### src/auto_low_limit_lowering_pkg.sv
package auto_low_limit_lowering_pkg;

  // Register offsets
  localparam logic [7:0] OFS_STEP = 8'hB4;
  localparam logic [7:0] OFS_AMB = 8'hB5;
  localparam logic [7:0] OFS_DLY = 8'hB6;
  localparam logic [7:0] OFS_EN = 8'hB7;
  localparam logic [7:0] OFS_STS = 8'hB8;
  localparam logic [7:0] OFS_RSVA = 8'hBA;
  localparam logic [7:0] OFS_RSVB = 8'hBB;
  localparam logic [7:0] OFS_MASK = 8'hBC;

  // Reset values
  localparam logic [7:0] RST_STEP = 8'h00;
  localparam logic [7:0] RST_AMB = 8'h00;
  localparam logic [7:0] RST_DLY = 8'h00;
  localparam logic [7:0] RST_EN = 8'h00;
  localparam logic [2:0] RST_STS = 3'h0;
  localparam logic [7:0] RST_RSVA = 8'h03;
  localparam logic [7:0] RST_RSVB = 8'h00;
  localparam logic [2:0] RST_MASK = 3'h7;

  // Field positions
  localparam int Z1_STEP_LSB = 6;
  localparam int Z3_STEP_LSB = 4;
  localparam int AMB_STEP_LSB = 4;
  localparam int AMB_DLY_LSB = 0;
  localparam int Z1_DLY_LSB = 6;
  localparam int Z3_DLY_LSB = 4;
  localparam int TOP_INT_EN_BIT = 0;
  localparam int ADJ_EN_LSB = 1;

  // Zone indices, equal to the status bit positions
  localparam int NZONE = 3;
  localparam int ZONE_AMB = 0;
  localparam int ZONE_R1 = 1;
  localparam int ZONE_R2 = 2;

  // Step and delay units
  localparam logic [3:0] STEP_UNIT_DEG = 4'h2;
  localparam longint unsigned MINUTE_S = 60;
  localparam longint unsigned CLK_HZ = 250000000;
  localparam longint unsigned CYC_PER_MIN = MINUTE_S * CLK_HZ;

  typedef struct packed {
    logic [7:0] reading;
    logic [7:0] top;
  } auto_low_limit_lowering_zone_t;

  typedef struct packed {
    logic lower;
    logic [3:0] amount;
  } auto_low_limit_lowering_adj_t;

  typedef enum logic [0:0] {
    ZS_ARMED = 1'b0,
    ZS_HOLD = 1'b1
  } auto_low_limit_lowering_zst_t;

endpackage

### src/auto_low_limit_lowering_core.sv
// What this block does
// - While the lock input is high, writes to the step, delay and enable registers are ignored.
// - An enabled zone whose reading reaches its top temperature gets its low limit lowered.
// - A 2-bit delay code sets 1, 2, 3 or 4 minutes before the next lowering, 1 at reset.
// - The remote step register holds zone 1 in bits 7:6 and zone 3 in bits 5:4.
// - The ambient register holds its step in bits 5:4 and its delay in bits 1:0.
// - The remote delay register holds zone 1 in bits 7:6 and zone 3 in bits 5:4.
// - Enable bits 3, 2 and 1 switch lowering on for zone 3, zone 1 and ambient, off at reset.
// - Enable bit 0 lets any set over-top status bit whose mask register bit is set request an interrupt.
// - The interrupt pin goes active only while the global interrupt enable is also high.
// - Status bits 2, 1 and 0 set when zone 3, zone 1 or ambient reads above its top.
// - A status bit clears on a written one only once its zone is no longer over the top.
// - The status register goes to zero when main power good rises.
// - The top temperature is the comparison point; a disabled zone ignores it for lowering but still sets its status bit.
`timescale 1ns/10ps
`default_nettype none

module auto_low_limit_lowering_core #(
  parameter longint unsigned CYC_PER_MIN = auto_low_limit_lowering_pkg::CYC_PER_MIN
) (
  // Clock and reset
  input wire logic clk,
  input wire logic sys_rst,
  // Register port
  input wire logic [7:0] reg_addr,
  input wire logic [7:0] reg_wdata,
  input wire logic reg_wr,
  input wire logic reg_rd,
  output logic [7:0] reg_rdata,
  // Controls from the rest of the monitor
  input wire logic lock_on,
  input wire logic global_int_en,
  input wire logic main_power_good,
  // Zone readings and top limits
  input wire auto_low_limit_lowering_pkg::auto_low_limit_lowering_zone_t zone_in [auto_low_limit_lowering_pkg::NZONE],
  // Low-limit lowering requests
  output auto_low_limit_lowering_pkg::auto_low_limit_lowering_adj_t adj_out [auto_low_limit_lowering_pkg::NZONE],
  output logic auto_low_limit_lowering,
  // Interrupt
  output logic monitor_irq_pin_n
);

  localparam longint unsigned MAX_CYC = 4 * CYC_PER_MIN;
  localparam int CW = $clog2(MAX_CYC + 1);

  // Writable bits come from the field positions, so reserved bits always read zero
  localparam logic [7:0] STEP_WMASK = (8'h03 << auto_low_limit_lowering_pkg::Z1_STEP_LSB) |
    (8'h03 << auto_low_limit_lowering_pkg::Z3_STEP_LSB);
  localparam logic [7:0] AMB_WMASK = (8'h03 << auto_low_limit_lowering_pkg::AMB_STEP_LSB) |
    (8'h03 << auto_low_limit_lowering_pkg::AMB_DLY_LSB);
  localparam logic [7:0] DLY_WMASK = (8'h03 << auto_low_limit_lowering_pkg::Z1_DLY_LSB) |
    (8'h03 << auto_low_limit_lowering_pkg::Z3_DLY_LSB);
  localparam logic [7:0] EN_WMASK = (8'h07 << auto_low_limit_lowering_pkg::ADJ_EN_LSB) |
    (8'h01 << auto_low_limit_lowering_pkg::TOP_INT_EN_BIT);

  // The four minute count must not wrap the 64-bit arithmetic
  if (CYC_PER_MIN < 1 || CYC_PER_MIN > 64'h0FFF_FFFF_FFFF_FFFF) begin : g_chk
    $error("CYC_PER_MIN out of range");
  end

  // Step code to degrees
  function automatic logic [3:0] step_deg(input logic [1:0] code);
    step_deg = 4'(({2'h0, code} + 4'h1) * auto_low_limit_lowering_pkg::STEP_UNIT_DEG);
  endfunction

  // Delay code to hold count, one less than the cycles held
  function automatic logic [CW-1:0] dly_cycles(input logic [1:0] code);
    dly_cycles = CW'((64'(code) + 64'h1) * CYC_PER_MIN - 64'h1);
  endfunction

  // Register state
  logic [7:0] step_q, step_d;
  logic [7:0] amb_q, amb_d;
  logic [7:0] dly_q, dly_d;
  logic [7:0] en_q, en_d;
  logic [2:0] mask_q, mask_d;
  logic [7:0] rsva_q, rsva_d;
  logic [7:0] rdata_q, rdata_d;

  // Status and power-good state
  logic [2:0] sts_q, sts_d;
  logic pg_s1_q, pg_s2_q, pg_prev_q;
  logic pg_rise;
  logic irq_n_q, irq_n_d;

  // Zone state
  auto_low_limit_lowering_pkg::auto_low_limit_lowering_zst_t zst_q [auto_low_limit_lowering_pkg::NZONE];
  auto_low_limit_lowering_pkg::auto_low_limit_lowering_zst_t zst_d [auto_low_limit_lowering_pkg::NZONE];
  logic [CW-1:0] cnt_q [auto_low_limit_lowering_pkg::NZONE];
  logic [CW-1:0] cnt_d [auto_low_limit_lowering_pkg::NZONE];
  auto_low_limit_lowering_pkg::auto_low_limit_lowering_adj_t adj_q [auto_low_limit_lowering_pkg::NZONE];
  auto_low_limit_lowering_pkg::auto_low_limit_lowering_adj_t adj_d [auto_low_limit_lowering_pkg::NZONE];
  logic busy_q, busy_d;

  // Per-zone views of the fields
  logic [1:0] step_code [auto_low_limit_lowering_pkg::NZONE];
  logic [1:0] dly_code [auto_low_limit_lowering_pkg::NZONE];
  logic [2:0] adj_en;
  logic [2:0] over;
  logic [2:0] reach;

  assign step_code[auto_low_limit_lowering_pkg::ZONE_R1] = step_q[auto_low_limit_lowering_pkg::Z1_STEP_LSB +: 2];
  assign step_code[auto_low_limit_lowering_pkg::ZONE_R2] = step_q[auto_low_limit_lowering_pkg::Z3_STEP_LSB +: 2];
  assign step_code[auto_low_limit_lowering_pkg::ZONE_AMB] = amb_q[auto_low_limit_lowering_pkg::AMB_STEP_LSB +: 2];
  assign dly_code[auto_low_limit_lowering_pkg::ZONE_R1] = dly_q[auto_low_limit_lowering_pkg::Z1_DLY_LSB +: 2];
  assign dly_code[auto_low_limit_lowering_pkg::ZONE_R2] = dly_q[auto_low_limit_lowering_pkg::Z3_DLY_LSB +: 2];
  assign dly_code[auto_low_limit_lowering_pkg::ZONE_AMB] = amb_q[auto_low_limit_lowering_pkg::AMB_DLY_LSB +: 2];
  // Enable bits 1..3 line up with zone indices 0..2
  assign adj_en = en_q[auto_low_limit_lowering_pkg::ADJ_EN_LSB +: 3];

  // Readings are two's complement degrees
  always_comb begin
    for (int i = 0; i < auto_low_limit_lowering_pkg::NZONE; i++) begin
      over[i] = $signed(zone_in[i].reading) > $signed(zone_in[i].top);
      reach[i] = $signed(zone_in[i].reading) >= $signed(zone_in[i].top);
    end
  end

  // Register file
  always_comb begin
    step_d = step_q;
    amb_d = amb_q;
    dly_d = dly_q;
    en_d = en_q;
    mask_d = mask_q;
    rsva_d = rsva_q;
    rdata_d = 8'h00;
    if (reg_wr) begin
      unique case (reg_addr)
        auto_low_limit_lowering_pkg::OFS_STEP: begin
          if (!lock_on) begin
            step_d = reg_wdata & STEP_WMASK;
          end
        end
        auto_low_limit_lowering_pkg::OFS_AMB: begin
          if (!lock_on) begin
            amb_d = reg_wdata & AMB_WMASK;
          end
        end
        auto_low_limit_lowering_pkg::OFS_DLY: begin
          if (!lock_on) begin
            dly_d = reg_wdata & DLY_WMASK;
          end
        end
        auto_low_limit_lowering_pkg::OFS_EN: begin
          if (!lock_on) begin
            en_d = reg_wdata & EN_WMASK;
          end
        end
        auto_low_limit_lowering_pkg::OFS_MASK: begin
          mask_d = reg_wdata[2:0];
        end
        auto_low_limit_lowering_pkg::OFS_RSVA: begin
          // Stored as written; it steers nothing here
          rsva_d = reg_wdata;
        end
        default: begin
        end
      endcase
    end
    if (reg_rd) begin
      unique case (reg_addr)
        auto_low_limit_lowering_pkg::OFS_STEP: rdata_d = step_q;
        auto_low_limit_lowering_pkg::OFS_AMB: rdata_d = amb_q;
        auto_low_limit_lowering_pkg::OFS_DLY: rdata_d = dly_q;
        auto_low_limit_lowering_pkg::OFS_EN: rdata_d = en_q;
        auto_low_limit_lowering_pkg::OFS_STS: rdata_d = {5'h00, sts_q};
        auto_low_limit_lowering_pkg::OFS_RSVA: rdata_d = rsva_q;
        auto_low_limit_lowering_pkg::OFS_RSVB: rdata_d = auto_low_limit_lowering_pkg::RST_RSVB;
        auto_low_limit_lowering_pkg::OFS_MASK: rdata_d = {5'h00, mask_q};
        default: rdata_d = 8'h00;
      endcase
    end
  end

  always_ff @(posedge clk) begin
    if (sys_rst) begin
      step_q <= auto_low_limit_lowering_pkg::RST_STEP;
      amb_q <= auto_low_limit_lowering_pkg::RST_AMB;
      dly_q <= auto_low_limit_lowering_pkg::RST_DLY;
      en_q <= auto_low_limit_lowering_pkg::RST_EN;
      mask_q <= auto_low_limit_lowering_pkg::RST_MASK;
      rsva_q <= auto_low_limit_lowering_pkg::RST_RSVA;
      rdata_q <= 8'h00;
    end else begin
      step_q <= step_d;
      amb_q <= amb_d;
      dly_q <= dly_d;
      en_q <= en_d;
      mask_q <= mask_d;
      rsva_q <= rsva_d;
      rdata_q <= rdata_d;
    end
  end

  assign reg_rdata = rdata_q;

  // Power good arrives from another domain
  assign pg_rise = pg_s2_q && !pg_prev_q;

  always_ff @(posedge clk) begin
    if (sys_rst) begin
      // Power good idles high; a chain reset low would fake a rise after reset
      pg_s1_q <= 1'b1;
      pg_s2_q <= 1'b1;
      pg_prev_q <= 1'b1;
    end else begin
      pg_s1_q <= main_power_good;
      pg_s2_q <= pg_s1_q;
      pg_prev_q <= pg_s2_q;
    end
  end

  // Over-top status; a live condition wins over a written clear, a power-good rise wins over both
  always_comb begin
    sts_d = sts_q;
    for (int i = 0; i < auto_low_limit_lowering_pkg::NZONE; i++) begin
      if (over[i]) begin
        sts_d[i] = 1'b1;
      end else if (reg_wr && reg_addr == auto_low_limit_lowering_pkg::OFS_STS && reg_wdata[i]) begin
        sts_d[i] = 1'b0;
      end
    end
    if (pg_rise) begin
      sts_d = auto_low_limit_lowering_pkg::RST_STS;
    end
  end

  // Interrupt, registered so the pin is glitch free
  always_comb begin
    irq_n_d = 1'b1;
    if (en_q[auto_low_limit_lowering_pkg::TOP_INT_EN_BIT] && global_int_en) begin
      irq_n_d = !(|(sts_q & mask_q));
    end
  end

  always_ff @(posedge clk) begin
    if (sys_rst) begin
      sts_q <= auto_low_limit_lowering_pkg::RST_STS;
      irq_n_q <= 1'b1;
    end else begin
      sts_q <= sts_d;
      irq_n_q <= irq_n_d;
    end
  end

  assign monitor_irq_pin_n = irq_n_q;

  // Zone lowering sequencers
  always_comb begin
    busy_d = 1'b0;
    for (int i = 0; i < auto_low_limit_lowering_pkg::NZONE; i++) begin
      zst_d[i] = zst_q[i];
      cnt_d[i] = cnt_q[i];
      adj_d[i].lower = 1'b0;
      adj_d[i].amount = adj_q[i].amount;
      if (!adj_en[i]) begin
        // Top limit plays no part in lowering for a disabled zone
        zst_d[i] = auto_low_limit_lowering_pkg::ZS_ARMED;
        cnt_d[i] = '0;
      end else begin
        unique case (zst_q[i])
          auto_low_limit_lowering_pkg::ZS_ARMED: begin
            if (reach[i]) begin
              adj_d[i].lower = 1'b1;
              adj_d[i].amount = step_deg(step_code[i]);
              zst_d[i] = auto_low_limit_lowering_pkg::ZS_HOLD;
              cnt_d[i] = dly_cycles(dly_code[i]);
            end
          end
          auto_low_limit_lowering_pkg::ZS_HOLD: begin
            // Delay code changes take effect at the next lowering
            if (cnt_q[i] == '0) begin
              zst_d[i] = auto_low_limit_lowering_pkg::ZS_ARMED;
            end else begin
              cnt_d[i] = cnt_q[i] - CW'(1);
            end
          end
        endcase
      end
      busy_d = busy_d | (zst_d[i] == auto_low_limit_lowering_pkg::ZS_HOLD);
    end
  end

  always_ff @(posedge clk) begin
    if (sys_rst) begin
      for (int i = 0; i < auto_low_limit_lowering_pkg::NZONE; i++) begin
        zst_q[i] <= auto_low_limit_lowering_pkg::ZS_ARMED;
        cnt_q[i] <= '0;
        adj_q[i] <= '0;
      end
      busy_q <= 1'b0;
    end else begin
      for (int i = 0; i < auto_low_limit_lowering_pkg::NZONE; i++) begin
        zst_q[i] <= zst_d[i];
        cnt_q[i] <= cnt_d[i];
        adj_q[i] <= adj_d[i];
      end
      busy_q <= busy_d;
    end
  end

  assign adj_out = adj_q;
  assign auto_low_limit_lowering = busy_q;

endmodule

`default_nettype wire

### config.mk
export PLATFORM = sky130hd
export DESIGN_NAME = auto_low_limit_lowering_core
export DESIGN_NICKNAME = d
export VERILOG_FILES = /design/src/auto_low_limit_lowering_pkg.sv /design/src/auto_low_limit_lowering_core.sv
export SDC_FILE = /design/constraint.sdc
export NUM_CORES = 1
export LEC_CHECK = 0
export BUFFER_PORTS_ARGS = -buffer_cell sky130_fd_sc_hd__buf_2
export CELL_PAD_IN_SITES_DETAIL_PLACEMENT = 0
export CELL_PAD_IN_SITES_GLOBAL_PLACEMENT = 1
export CORE_UTILIZATION = 35
export DETAILED_ROUTE_END_ITERATION = 6
export GPL_TIMING_DRIVEN = 0
export PLACE_DENSITY = 0.69
export SLEW_MARGIN = 20
export SYNTH_ARGS = -nofsm -noshare
export SYNTH_HDL_FRONTEND = slang
export SYNTH_SLANG_ARGS = --single-unit
export TNS_END_PERCENT = 100
### constraint.sdc
create_clock -name clk -period 3.15 [get_ports clk]
set_clock_uncertainty 0.05 [all_clocks]
set_input_delay 0.315 -clock clk [delete_from_list [all_inputs] [get_ports clk]]
set_output_delay 0.315 -clock clk [all_outputs]
set_load 0.005 [all_outputs]
==> qor.yml <==
clocking:
  worstSkewPairLatency_ns: 0.45
  cts_root_buffer: "clkbuf_16"
  h-tree-depth: 4
  cts-buffers-inserted: 17
  cts_sinks: 166
  clkTransAtPathRegs_ns: 0.08
  cts_hold_buffers: 0
  clk_path_buf_depth: 2
  cts_tree: "done"
die:
  die_h_um: 176
  num_rows: 63
  num_io_pins: 96
  initial_core_util_pct: 35.7
  fp.coreArea_um2: 29700
  die_x_um: 176
  die_area_um2: 31000
route:
  drc: 0
  vias: 11000
  drt_first_iter_violations: 815
  routed_wl_um: 35000
  vias_per_cell: 5.68
  dr.pass1.iters: 6
  wl_per_cell_um: 18.1
  ant_nets: 0
job:
  max-cap-violations: 0
grt:
  grt_usage_pct: 22.6
  grt_max_degree: 17
  grt_overflow: 0
  grt_pass1_vias: 10400
  antenna_found_initial: 1
  grt_pass1_wl_um: 55900
timing:
  rsz0062_at_grt: "true"
  finalMaxSlewViolations: 0
  relSlewSlack_pct: 30.0
  fin_crit_sh_pct: 97.6
  setup_viol: 0
  tightestPinTransition_ns: 1.03
  fin_crit_ns: 3.07
  final_hold_viol_count: 0
  hold_ws_ns: 0.0173
  setup_slack_ns: 0.0754
  tns_ns: 0
  max_freq_mhz: 325
cells_and_area:
  num-fill-cells: 3008
  diodes: 0
  syn_to_final_growth_pct: 18.7
  fin_cells: 1938
  drive_gt1_share_pct: 14.7
  layout_commonest_cell: "dfxtp_1"
  postLayoutCoreUtil_pct: 42.4
  final_cell_area_um2: 12600
  layout_common_cells: "dfxtp_1 (162), nor2_1 (151), a21oi_1 (145), o21ai_0 (113), nand2_1 (112)"
  nNetsFinal: 1666
synth:
  synthFlopType: "dfxtp_1"
  synth_top_family_by_area: "simple AND/OR/NAND/NOR gates"
  synth_compound_area_share_pct: 23.2
  synth_mux_area_share_pct: 3.01
  synth_enable_flop_cells: 0
  synthSimpleGateAreaFrac_pct: 26.2
  yosysWarnings: 0
  synth_area_um2: 10600
  synthArstFlopShare_pct: 0
  yosys.area_share.xor_xnor_pct: 3.55
  yosysSeqAreaShare_pct: 31.3
  synth_fa_ha_area_share_pct: 7.07
  syn_area_per_cell_um2: 7.53
  synth-seq-cells: 166
  synthCells: 1410
  yosysUniqueCellTypes: 76
power_and_ir_drop:
  p_leak_nw: 5.15
  power_mw: 4.88
  ir_drop_mv: 0.306
  powerDensity_nw_per_um2: 388
worst_setup_path:
  cp_max_fo: 10
  crit_type: "flip-flop to flip-flop"
  worstPathRequired_ns: 3.42
  crit_arrival_ns: 3.34
  start_kind: "flip-flop"
  cp-end-kind: "flip-flop"
placement:
  dp.cells: 1893
  place_ws_ns: -0.773
  hpwl_um: 25200
  portBuffers: 90
  place_area_um2: 11600
  place_congestion: 0.872
hold_path:
  hold_path.class: "input pin to flip-flop"
status:
  outcome: "completed"
-- flip-flops by register name, summed over array words and instances, names as in the netlist --
name,count
mask_q,3
zst_q,3
amb_q,4
step_q,4
sts_q,3
pg_s2_q,1
rsva_q,8
adj_out,12
auto_low_limit_lowering,1
dly_q,4
cnt_q,108
monitor_irq_pin_n,1
en_q,4
pg_prev_q,1
reg_rdata,8
pg_s1_q,1
-- what timing repair did --
item,CTS,global route
setup buffers,4,13
gates resized for setup,30,33
setup endpoints to repair,53,64
pin swaps,2,15
gates cloned,0,0
-- critical path: stages (launching register included) --
cell and delay [ns]:
dfxtp_4 0.37, clkbuf_16 0.15, clkinvlp_4 0.12, ha_4 0.25
buf_8 0.15, xnor2_4 0.22, ha_4 0.24, a211oi_2 0.18
nor2_1 0.08, or4_1 0.50, nor3_2 0.24, xnor2_1 0.11
a211oi_1 0.23, nor2_1 0.06
-- cell families (layout without fill, tap and decap cells) --
family / after synthesis / after routing
compound gates: 406 / 406
xor+xnor: 43 / 43
fa+ha+maj: 60 / 60
buf+inv: 152 / 288
flops: 166 / 166
mux: 31 / 31
other cells: 1 / 3
simple gates: 551 / 551
-- where the power goes --
group | leakage (nW) | switching [mW] | internal [mW] | total, mW
logic | 3.52 | 0.354 | 0.181 | 0.534
clock network | 0.296 | 0.952 | 1.29 | 2.24
registers | 1.34 | 0.00483 | 2.10 | 2.11
-- layout make-up --
class | count | area, um^2 | share of cell area [%]
clock inverter | 12 | 151 | 1.20
timing repair buffer | 108 | 586 | 4.65
tap | 390 | 488 | 3.87
multi-input combinational | 1094 | 6940 | 55.1
sequential | 166 | 3330 | 26.4
clock buffer | 20 | 457 | 3.63
inverter | 65 | 255 | 2.03
buffer | 83 | 387 | 3.07
-- cells in the mapped netlist (24+ instances only) --
| cell | instances | area share (%) |
|---|---|---|
| nor2_1 | 153 | 5.4 |
| inv_1 | 64 | 2.3 |
| a21oi_1 | 145 | 6.8 |
| nor4_1 | 24 | 1.4 |
| o21ai_0 | 114 | 5.4 |
| nand2_1 | 113 | 4.0 |
| mux2i_1 | 24 | 2.3 |
| dfxtp_1 | 166 | 31 |
| ha_1 | 60 | 7.1 |
| and3_1 | 31 | 1.8 |
| nor3_1 | 51 | 2.4 |
| nand3_1 | 50 | 2.4 |
| clkbuf_1 | 74 | 2.6 |
-- path summary, 6_finish.rpt --
kind,start,to,slack (ns),cells after the start
worst min register to register,pg_s1_q,pg_s2_q,0.36,1
worst max-delay path,dly_q[6],cnt_q[0][56],0.08,13
worst min-delay path,main_power_good,pg_s1_q,0.02,2
worst max register to register,dly_q[6],cnt_q[0][56],0.08,13
-- per-layer routing --
layer | track usage, % | vias up | part of all wire, %
li1 | - | 5356 | -
met4 | 7.10 | 2 | 1.4
met3 | 3.57 | 40 | 6.1
met2 | 35.4 | 370 | 45
met5 | 0 | - | 0.023
met1 | 31.6 | 5231 | 48
Power figures use the tool's default switching activity.
